**src/include/bsrm_map.vh**
```
// Constants for the banked serial register map: offsets, fields and reset values.
`ifndef BSRM_MAP_VH
`define BSRM_MAP_VH

// ****************************************************************
// Serial address space
// ****************************************************************
`define BSRM_ADDR_W          7
`define BSRM_BANK_BYTES      64
`define BSRM_OFS_W           6
`define BSRM_DYN_LAST        7'h3F
`define BSRM_STATIC_FIRST    7'h40
`define BSRM_STATIC_LAST     7'h7F

// ****************************************************************
// Bank selection register
// ****************************************************************
`define BSRM_BANK_SELECT_ADDR  7'h40
`define BSRM_BANK_SELECT_RST   8'h00
`define BSRM_BANK_W            5
`define BSRM_BANK_LSB          0
`define BSRM_BANK_MSB          4
`define BSRM_BANK_CONFIG       5'h00
`define BSRM_BANK_MAX          5'h1F

// ****************************************************************
// External memory space
// ****************************************************************
`define BSRM_EE_ADDR_W       11

// ****************************************************************
// Bank 0 configuration layout
// ****************************************************************
`define BSRM_MASTER_GAIN_RANGE_AND_FINE  6'h00
`define BSRM_MASTER_GAIN_EXTRA           6'h01
`define BSRM_MASTER_SINE_OFFSET          6'h02
`define BSRM_MASTER_COSINE_OFFSET        6'h03
`define BSRM_COARSE_MSB      7
`define BSRM_COARSE_LSB      6
`define BSRM_FINE_MSB        5
`define BSRM_FINE_LSB        0
`define BSRM_FIELD7_MSB      6
`define BSRM_CONFIG_RST      8'h00
`define BSRM_STATIC_RST      8'h00

`endif

```
**src/rtl/bsrm_regmap.v**
```verilog
// Banked serial register map: bank selection, bank 0 config, static area, memory access.
`timescale 1ns/1ns
`default_nettype none
`include "bsrm_map.vh"

// What this block does
// - The internal space is cut into 64-byte banks and only one bank is reachable at a time.
// - Serial addresses 0x00-0x3F go to the selected bank and 0x40-0x7F form a fixed section.
// - The fixed section stays reachable whatever value the bank register holds.
// - Bits 4:0 at serial address 0x40 select the bank, and the host writes it before a switch.
// - After startup the bank register is cleared to zero so the window shows configuration.
// - With bank 0 selected the window reaches the on-chip configuration registers.
// - Banks 1 to 31 reach 64-byte areas of the external memory at bank times 0x40.
// - Bank 0 opens with coarse/fine gain, extra gain, sine offset and cosine offset fields.
module bsrm_regmap #(
    parameter DATA_W = 8
) (
    input  wire                        clk,
    input  wire                        rst,
    input  wire                        accValid,
    input  wire                        accWrite,
    input  wire [`BSRM_ADDR_W-1:0]     accAddr,
    input  wire [DATA_W-1:0]           accWdata,
    output reg                         accBusy_q,
    output reg                         accDone_q,
    output reg  [DATA_W-1:0]           rdData_q,
    output reg                         eeReq_q,
    output reg                         eeWrite_q,
    output reg  [`BSRM_EE_ADDR_W-1:0]  eeAddr_q,
    output reg  [DATA_W-1:0]           eeWdata_q,
    input  wire                        eeAck,
    input  wire [DATA_W-1:0]           eeRdata,
    output reg  [`BSRM_BANK_W-1:0]     bankSelect_q,
    output reg  [1:0]                  masterCoarseGain_q,
    output reg  [5:0]                  masterFineGain_q,
    output reg  [6:0]                  masterGainExtra_q,
    output reg  [6:0]                  masterSineOffset_q,
    output reg  [6:0]                  masterCosineOffset_q
);

    // ****************************************************************
    // States
    // ****************************************************************
    localparam [1:0] ST_IDLE = 2'h0;
    localparam [1:0] ST_MEM  = 2'h1;

    localparam NUM_BYTES = `BSRM_BANK_BYTES;
    // The register is a byte on the bus but only the bank field is stored.
    localparam [7:0] BANK_RST_BYTE = `BSRM_BANK_SELECT_RST;

    reg  [1:0]                  state_q;
    reg  [1:0]                  state_d;
    reg  [DATA_W-1:0]           configMem [0:NUM_BYTES-1];
    reg  [DATA_W-1:0]           staticMem [0:NUM_BYTES-1];
    wire                        isStatic;
    wire                        isConfig;
    wire                        isEeprom;
    wire [`BSRM_EE_ADDR_W-1:0]  xlateAddr;
    wire [`BSRM_OFS_W-1:0]      ofs;
    wire                        take;
    wire                        bankHit;

    assign ofs     = accAddr[`BSRM_OFS_W-1:0];
    assign take    = accValid && !accBusy_q;
    assign bankHit = (accAddr == `BSRM_BANK_SELECT_ADDR);

    // ****************************************************************
    // Address translation
    // ****************************************************************
    bsrm_bank_xlate uXlate (
        .serAddr  (accAddr),
        .bank     (bankSelect_q),
        .isStatic (isStatic),
        .isConfig (isConfig),
        .isEeprom (isEeprom),
        .eeAddr   (xlateAddr)
    );

    function [DATA_W-1:0] bank_read;
        input [`BSRM_BANK_W-1:0] bank;
        begin
            bank_read = {{(DATA_W-`BSRM_BANK_W){1'b0}}, bank};
        end
    endfunction

    // ****************************************************************
    // Bank selection register
    // ****************************************************************
    always @(posedge clk) begin
        if (rst) begin
            bankSelect_q <= BANK_RST_BYTE[`BSRM_BANK_W-1:0];
        end else if (take && accWrite && isStatic && bankHit) begin
            // Only the 5-bit field is kept; upper bits read back as zero.
            bankSelect_q <= accWdata[`BSRM_BANK_MSB:`BSRM_BANK_LSB];
        end
    end

    // ****************************************************************
    // Bank 0 configuration storage and static section storage
    // ****************************************************************
    genvar gi;
    generate
        for (gi = 0; gi < NUM_BYTES; gi = gi + 1) begin : gMem
            always @(posedge clk) begin
                if (rst) begin
                    configMem[gi] <= `BSRM_CONFIG_RST;
                end else if (take && accWrite && isConfig && ofs == gi) begin
                    configMem[gi] <= accWdata;
                end
            end
            always @(posedge clk) begin
                if (rst) begin
                    staticMem[gi] <= `BSRM_STATIC_RST;
                end else if (take && accWrite && isStatic && !bankHit
                             && ofs == gi) begin
                    staticMem[gi] <= accWdata;
                end
            end
        end
    endgenerate

    // ****************************************************************
    // Master track conditioning fields
    // ****************************************************************
    // Registered copies so the analog front end sees clean flop outputs.
    always @(posedge clk) begin
        if (rst) begin
            masterCoarseGain_q   <= 2'h0;
            masterFineGain_q     <= 6'h00;
            masterGainExtra_q    <= 7'h00;
            masterSineOffset_q   <= 7'h00;
            masterCosineOffset_q <= 7'h00;
        end else begin
            masterCoarseGain_q   <= configMem[`BSRM_MASTER_GAIN_RANGE_AND_FINE]
                                    [`BSRM_COARSE_MSB:`BSRM_COARSE_LSB];
            masterFineGain_q     <= configMem[`BSRM_MASTER_GAIN_RANGE_AND_FINE]
                                    [`BSRM_FINE_MSB:`BSRM_FINE_LSB];
            masterGainExtra_q    <= configMem[`BSRM_MASTER_GAIN_EXTRA]
                                    [`BSRM_FIELD7_MSB:0];
            masterSineOffset_q   <= configMem[`BSRM_MASTER_SINE_OFFSET]
                                    [`BSRM_FIELD7_MSB:0];
            masterCosineOffset_q <= configMem[`BSRM_MASTER_COSINE_OFFSET]
                                    [`BSRM_FIELD7_MSB:0];
        end
    end

    // ****************************************************************
    // Access sequencer
    // ****************************************************************
    always @* begin
        state_d = state_q;
        case (state_q)
            ST_IDLE: begin
                if (take && isEeprom) begin
                    state_d = ST_MEM;
                end
            end
            ST_MEM: begin
                if (eeAck) begin
                    state_d = ST_IDLE;
                end
            end
            default: begin
                state_d = ST_IDLE;
            end
        endcase
    end

    always @(posedge clk) begin
        if (rst) begin
            state_q   <= ST_IDLE;
            accBusy_q <= 1'b0;
            accDone_q <= 1'b0;
            rdData_q  <= {DATA_W{1'b0}};
            eeReq_q   <= 1'b0;
            eeWrite_q <= 1'b0;
            eeAddr_q  <= {`BSRM_EE_ADDR_W{1'b0}};
            eeWdata_q <= {DATA_W{1'b0}};
        end else begin
            state_q   <= state_d;
            accDone_q <= 1'b0;
            case (state_q)
                ST_IDLE: begin
                    if (take && isEeprom) begin
                        // Hold the host off; the memory side may take many cycles.
                        accBusy_q <= 1'b1;
                        eeReq_q   <= 1'b1;
                        eeWrite_q <= accWrite;
                        eeAddr_q  <= xlateAddr;
                        eeWdata_q <= accWdata;
                    end else if (take) begin
                        accDone_q <= 1'b1;
                        if (!accWrite) begin
                            if (isStatic && bankHit) begin
                                rdData_q <= bank_read(bankSelect_q);
                            end else if (isStatic) begin
                                rdData_q <= staticMem[ofs];
                            end else begin
                                rdData_q <= configMem[ofs];
                            end
                        end
                    end
                end
                ST_MEM: begin
                    if (eeAck) begin
                        accBusy_q <= 1'b0;
                        accDone_q <= 1'b1;
                        eeReq_q   <= 1'b0;
                        if (!eeWrite_q) begin
                            rdData_q <= eeRdata;
                        end
                    end
                end
                default: begin
                    accBusy_q <= 1'b0;
                    eeReq_q   <= 1'b0;
                end
            endcase
        end
    end

endmodule // bsrm_regmap

`default_nettype wire

```
**src/rtl/bsrm_bank_xlate.v**
```verilog
// Serial address translation into config, static or external memory targets.
`timescale 1ns/1ns
`default_nettype none
`include "bsrm_map.vh"

module bsrm_bank_xlate (
    input  wire [`BSRM_ADDR_W-1:0]    serAddr,
    input  wire [`BSRM_BANK_W-1:0]    bank,
    output reg                        isStatic,
    output reg                        isConfig,
    output reg                        isEeprom,
    output reg  [`BSRM_EE_ADDR_W-1:0] eeAddr
);

    // ****************************************************************
    // Decode
    // ****************************************************************
    always @* begin
        // The upper half never depends on the bank value.
        isStatic = (serAddr >= `BSRM_STATIC_FIRST);
        isConfig = !isStatic && (bank == `BSRM_BANK_CONFIG);
        isEeprom = !isStatic && (bank != `BSRM_BANK_CONFIG);
        eeAddr   = {bank, serAddr[`BSRM_OFS_W-1:0]};
    end

endmodule // bsrm_bank_xlate

`default_nettype wire

```
**config.mk**
```make
export PLATFORM = sky130hd
export DESIGN_NAME = bsrm_regmap
export DESIGN_NICKNAME = d
export VERILOG_FILES = /design/src/rtl/bsrm_regmap.v /design/src/rtl/bsrm_bank_xlate.v
export VERILOG_INCLUDE_DIRS = /design/src /design/src/include
export SDC_FILE = /design/constraint.sdc
export NUM_CORES = 2
export LEC_CHECK = 0
export ABC_AREA = 1
export BUFFER_PORTS_ARGS = -buffer_cell sky130_fd_sc_hd__buf_2
export CAP_MARGIN = 0
export CELL_PAD_IN_SITES_DETAIL_PLACEMENT = 0
export CELL_PAD_IN_SITES_GLOBAL_PLACEMENT = 1
export CORE_UTILIZATION = 45
export CTS_CLUSTER_SIZE = 20
export DETAILED_ROUTE_END_ITERATION = 12
export PLACE_DENSITY_LB_ADDON = 0.2
export SLEW_MARGIN = 20
export SYNTH_ARGS = -nofsm -noshare
export SYNTH_HDL_FRONTEND = slang
export SYNTH_HIERARCHICAL = 1
export SYNTH_SLANG_ARGS = --single-unit
```
**constraint.sdc**
```tcl
create_clock -name clk -period 2.2 [get_ports clk]
set_input_delay 0.22 -clock clk [delete_from_list [all_inputs] [get_ports clk]]
set_output_delay 0.22 -clock clk [all_outputs]
set_load 0.01 [all_outputs]
```
======== Word-level counts from Yosys, hierarchy flattened ========
Memory sizes are Yosys's and may differ from the RTL's. A register that Yosys moved wholly into a read port is not among the register bits.
Cells that the tools add are included.
word-level totals
  bits in registers ....................... 37
  input bits .............................. 28
  output and inout port bits .............. 65
  word-level logic and storage cells ...... 891
  bits in writable memories ............... 1024
  memories kept ........................... 2
memories
  memory     words  width  read ports  clocked after memory_dff  write ports  line              RTL
  configMem  64     8      5           4                         64           bsrm_regmap.v:53  reg [DATA_W-1:0] configMem [0:NUM_BYTES-1];
  staticMem  64     8      1           0                         64           bsrm_regmap.v:54  reg [DATA_W-1:0] staticMem [0:NUM_BYTES-1];
cells by class
  mux-type cells .......................... 532
  bitwise operators ....................... 128
  equality and inequality tests ........... 71
  magnitude comparators ................... 1
  reduce and logical (&&, ||, !) cells .... 149
operators with widths
  operator                                                  count
  2-to-1 mux 8 bit                                          135
  2-to-1 mux 1 bit                                          391
  equality test 6 bit, second input constant                32
  logical AND 1 bit                                         138
  bitwise OR 1 bit                                          128
  equality test 6 x 5 -> 1 bit, second input constant       16
  equality test 6 x 4 -> 1 bit, second input constant       8
  equality test 6 x 3 -> 1 bit, second input constant       4
  case mux 8 bit (2 select lines)                           1
  equality test 6 x 2 -> 1 bit, second input constant       2
  inequality test 2 bit, second input constant              6
  equality test 7 bit, second input constant                1
  greater-or-equal comparator 7 bit, second input constant  1
  equality test 6 x 1 -> 1 bit, second input constant       1
  zero test 6 bit                                           1
  AND reduction 6 bit                                       1
  zero test 5 bit                                           1
  nonzero test 5 bit                                        1
  2-to-1 mux 2 bit                                          2
  case mux 1 bit (2 select lines)                           2
  case mux 2 bit (2 select lines)                           1
  AND reduction 2 bit                                       2
  zero test 1 bit                                           3
  equality test 2 x 1 -> 1 bit, second input constant       1
  2 further kinds                                           2

======== Logic depth before layout (Yosys ltp) ========
  depth after elaboration ................. 10
  gate-level depth with buffers ........... 18
  gate-level depth less buffers ........... 15

======== Modules after synthesis ========
The synthesis kept the hierarchy.
by module, submodules not included
  module           times used  area an instance (µm²)  cells each  sequential area each (µm²)
  bsrm_regmap      1           50845.0                 5433        32030.7
  bsrm_bank_xlate  1           117.6                   20          0.0

======== Worst setup path before layout ========
OpenSTA, ideal clock, no wires.
  path type ............................... input port to flip-flop
  start ................................... in accAddr[1]
  end ..................................... mem configMem[2][0], enable pin
  setup time .............................. 0.387 ns
  data arrival time ....................... 1.757 ns
  cell stages on the path ................. 8
  path buffers ............................ 4
  required time ........................... 1.813 ns
  setup slack ............................. 0.056 ns
  path through ............................ buf_6 inv_4 nor2_4 buf_4 buf_6 buf_6 nand2_4 o31ai_1
RTL lines
  item         line              RTL
  from (decl)  bsrm_regmap.v:22  input wire [`BSRM_ADDR_W-1:0] accAddr,
  to (decl)    bsrm_regmap.v:53

======== Worst setup path after layout ========
  start ................................... in accAddr[3]
  end ..................................... reg rdData_q[1]
between the ends
  longest elaborated chain between the ends .. 7
  elaborated cells on any way between the ends .. 16
  those cells by class .................... order compare (1); eq/ne (2); mux (6); reduce/logical (5); memory (2)
ends and longest elaborated chain
  item                                                   line                                  RTL
  memory read (64 x 8 bit) (tied with other cells)       n/a
  2-to-1 mux 8 bit or logical AND 1 bit (tied branches)  bsrm_regmap.v:196, bsrm_regmap.v:194
  2-to-1 mux 8 bit                                       bsrm_regmap.v:194                     if (isStatic && bankHit) begin
  2-to-1 mux 8 bit                                       bsrm_regmap.v:193                     if (!accWrite) begin
  2-to-1 mux 8 bit                                       bsrm_regmap.v:191                     end else if (take) begin
  2-to-1 mux 8 bit                                       bsrm_regmap.v:184                     if (take && isEeprom) begin
  case mux 8 bit (2 select lines)                        bsrm_regmap.v:182                     case (state_q)
  to (signal assigned)                                   bsrm_regmap.v:195                     rdData_q <= bank_read(bankSelect_q);
  to (signal assigned)                                   bsrm_regmap.v:197                     rdData_q <= staticMem[ofs];
  to (signal assigned)                                   bsrm_regmap.v:199                     rdData_q <= configMem[ofs];
  to (decl)                                              bsrm_regmap.v:26                      output reg [DATA_W-1:0] rdData_q,
Several ways; a longest one is shown, not always the timed one. The select of a mux whose other input is x is not followed.
A chain may end at the register's enable or synchronous reset.

==> impl_results.md <==
* Layout Utilization at 55.1%
* Post-DP Area at 57800 um2
* Tmin final at 2.12 ns
* Cells after Synth at 5453
* Flops & latches, synth at 1088
* Slew of the pin with the lowest slew margin at 0.566 ns
* CP arrival at 2.72 ns
* Via density at 5.30
* Tcrit/Tclk final at 96.4%
* Most numerous cell on the critical path: nand2_1
* Top-count cell post-synth: nand2_1
* WP depth at 16
* Setup CP Type: primary input to register
* H-tree depth at 3
* Vias at 39400
* Slew margin rel. at 62.2%
* Largest net degree at the start of global routing at 55
* Max Fanout on Critical Path at 12
* Cell taking the most area after synthesis: edfxtp_1
* Pre-CTS WS at -0.314 ns
* Antenna Nets Post-Route at 0
* CP bufs+invs at 5
* GRT overflow at 0
* Rows at 123
* Leading register cell type out of synthesis: edfxtp_1
* LEAKAGE at 0.0261 uW
* FF-to-FF path depth at 15
* Hold Fails Final Rpt at 0
* Final WS setup at 0.0790 ns
* Synth Area per Inst at 9.35 um2
* Reg area at 32000 um2
* WL/cell at 22.2 um
* Final non-filler cell area at 61900 um2
* Total Wirelength at 165000 um
* Drt pass-1 iters at 5
* Number of remaining DRC errors at 0
* Cells taking the most area after synthesis: edfxtp_1 60%, nand2_1 16%, nor2_1 9.1%
* CP Capture Type: register
* Maximum vdd drop at 0.749 mV
* Placer Congestion at 0.888
* I/O Buffers at 92
* Nets at 5864
* Clk Latency, worst-skew pair at 0.73 ns
* Clock Skew at 0.0416 ns
* CTS root buffer: clkbuf_16
* Mapped Nets at 5481
* CTS max path bufs at 3
* Sink Count at 1088
* Power per Cell Area at 771 nW/um2
* Die Y at 339 um
* Total GRT Usage at 28.5%
* Max_cap viols at 0
* CP startpoint kind: primary input
* Final HPWL DP at 112000 um
* Post-synthesis cell type count at 32
* CTS clock-pin slew for the worst setup and hold paths at 0.06 ns
* Hold depth at 5
* Diode count at 0
* Setup Viol. Count Final at 0
* Synth async-reset ratio at 0%
* CP top delay family: simple AND/OR/NAND/NOR gates
* Critical path, cell by cell: dlygate4sd3_1 -> buf_2 -> nand2_1 -> inv_2 -> buf_12 -> buf_4 -> nand2_1 -> nand2_1 -> nor2_1 -> nor2_1 -> nor2_1 -> nand2_1 -> nand2_1 -> nand3_1 -> nand2_1 -> a21oi_1
* Worst Hold Slack at 0.156 ns
* Status: finished clean
* Yosys warnings at 6
* CP peak stage delay at 0.54 ns
* Setup TNS at 0 ns
* Vias in the first global route at 38200
* Initial Utilization at 45.4%
* EDFF count, synth at 1024
* Critical Path RT at 2.80 ns
* Total CTS buffers at 118
* CTS tree: yes
* Footprint of the multi-input gates at 16700 um2
* First-pass GRT wire length at 244000 um
* Achievable Freq at 471 MHz
* Area Growth Syn to Fin at 21.5%
* IO Pins at 93
* Post-synth top cells: 2150 x nand2_1, 1232 x nor2_1, 1024 x edfxtp_1
* Core footprint at 112000 um2
* CP max stage cell: dlygate4sd3_1
* Worst min path class: primary input to register
* Ratio of cells with drive above 1 in the final layout at 16.1%
* RSZ-0062 raised after global routing: no
* Filler cell count at 10000
* Sequential element share of the synthesized area at 62.9%
* Slew Limit Fails at 0
* Post-synthesis cell area at 51000 um2
* Initial antenna violation count at 0
* Die Span X at 339 um
* Synth top area share at 60.3%
* Initial DRC count at 3603
* Total Die Area at 115000 um2
==> where the power goes <==
| part | internal [uW] | total [uW] | switching (uW) |
|---|---|---|---|
| Clock | 11300 | 19600 | 8330 |
| Sequential | 23300 | 23500 | 213 |
| Combinational | 1570 | 4630 | 3070 |
==> what timing repair did <==
item,4_1_cts,5_1_grt
gates resized for setup,0,11
hold buffers,30,0
hold endpoints to repair,74,0
setup buffers,0,3
setup endpoints to repair,0,31
==> through the flow <==
stage | std cells | total power (uW)
floorplan | 5453 | 26000
global placement | 7182 | 28400
detailed placement | 7182 | 28500
CTS | 7424 | 47900
global route | 7428 | 49000
finish | 7428 | 47800
==> tightest hold or removal path, cell delays in order <==
cell and delay [ns]:
buf_2 0.19, nand2_4 0.10, buf_4 0.11, nor3_2 0.08, a21oi_1 0.14
==> cell usage in the layout, fill, tap and decap left out, types with 5 or more instances in the layout <==
master and instances:
clkinvlp_4 5, nor2_4 17, nand3_2 30, clkbuf_16 120
edfxtp_1 1024, nand2_2 12, dfxtp_1 64, buf_4 315
clkbuf_1 21, inv_2 7, clkinv_2 21, buf_2 90
nand4_1 53, dlygate4sd3_1 30, clkinv_1 24, nor2_1 1229
bufinv_16 12, o21ai_0 46, nand2_4 6, a22oi_1 92
buf_12 196, inv_1 71, nand3_1 117, inv_6 13
nand3_4 56, a21oi_1 44, nand2_1 2149, nor2_2 35
==> cells by family (layout without fill, tap and decap cells) <==
group | after synthesis | in the layout | synth area share, %
flip-flops | 1088 | 1088 | 62.9
AND/OR/NAND/NOR | 3709 | 3709 | 30.3
buffers and inverters | 467 | 942 | 4.50
AO/OA/AOI/OAI | 189 | 189 | 2.33
==> flip-flops by register name (all words and copies together) (netlist names) <==
signal	count
accDone_q	1
masterFineGain_q	6
configMem	512
eeReq_q	1
rdData_q	8
eeWdata_q	8
bankSelect_q	5
eeAddr_q	11
eeWrite_q	1
staticMem	512
masterGainExtra_q	7
masterCoarseGain_q	2
masterSineOffset_q	7
masterCosineOffset_q	7
==> path summary, 6_finish.rpt <==
path                                        from               to  slack [ns]
worst max register to register  staticMem[60][1]      rdData_q[1]        0.13
worst min-delay path                  accAddr[6]  bankSelect_q[3]        0.16
worst max-delay path                  accAddr[3]      rdData_q[1]        0.08
worst min register to register       eeAddr_q[8]      eeAddr_q[8]        0.44
==> per-layer routing <==
layer  global-route usage, %  share of wire (%)  vias to the layer above
met5                       0                  0                        -
met4                    11.8                4.2                        0
met3                    3.31                6.6                      329
met2                    48.7                 49                     1477
met1                    36.8                 40                    19000
li1                        -                  -                    18500
==> layout make-up <==
type | instances | area share [%]
Sequential cell | 1088 | 51.7
Multi-Input combinational cell | 3898 | 26.9
Timing Repair Buffer | 638 | 11.6
Clock buffer | 142 | 4.98
Tap cell | 1500 | 3.03
Clock inverter | 70 | 1.10
Inverter | 92 | 0.671
Note: power is estimated with default switching activity, not from simulation.
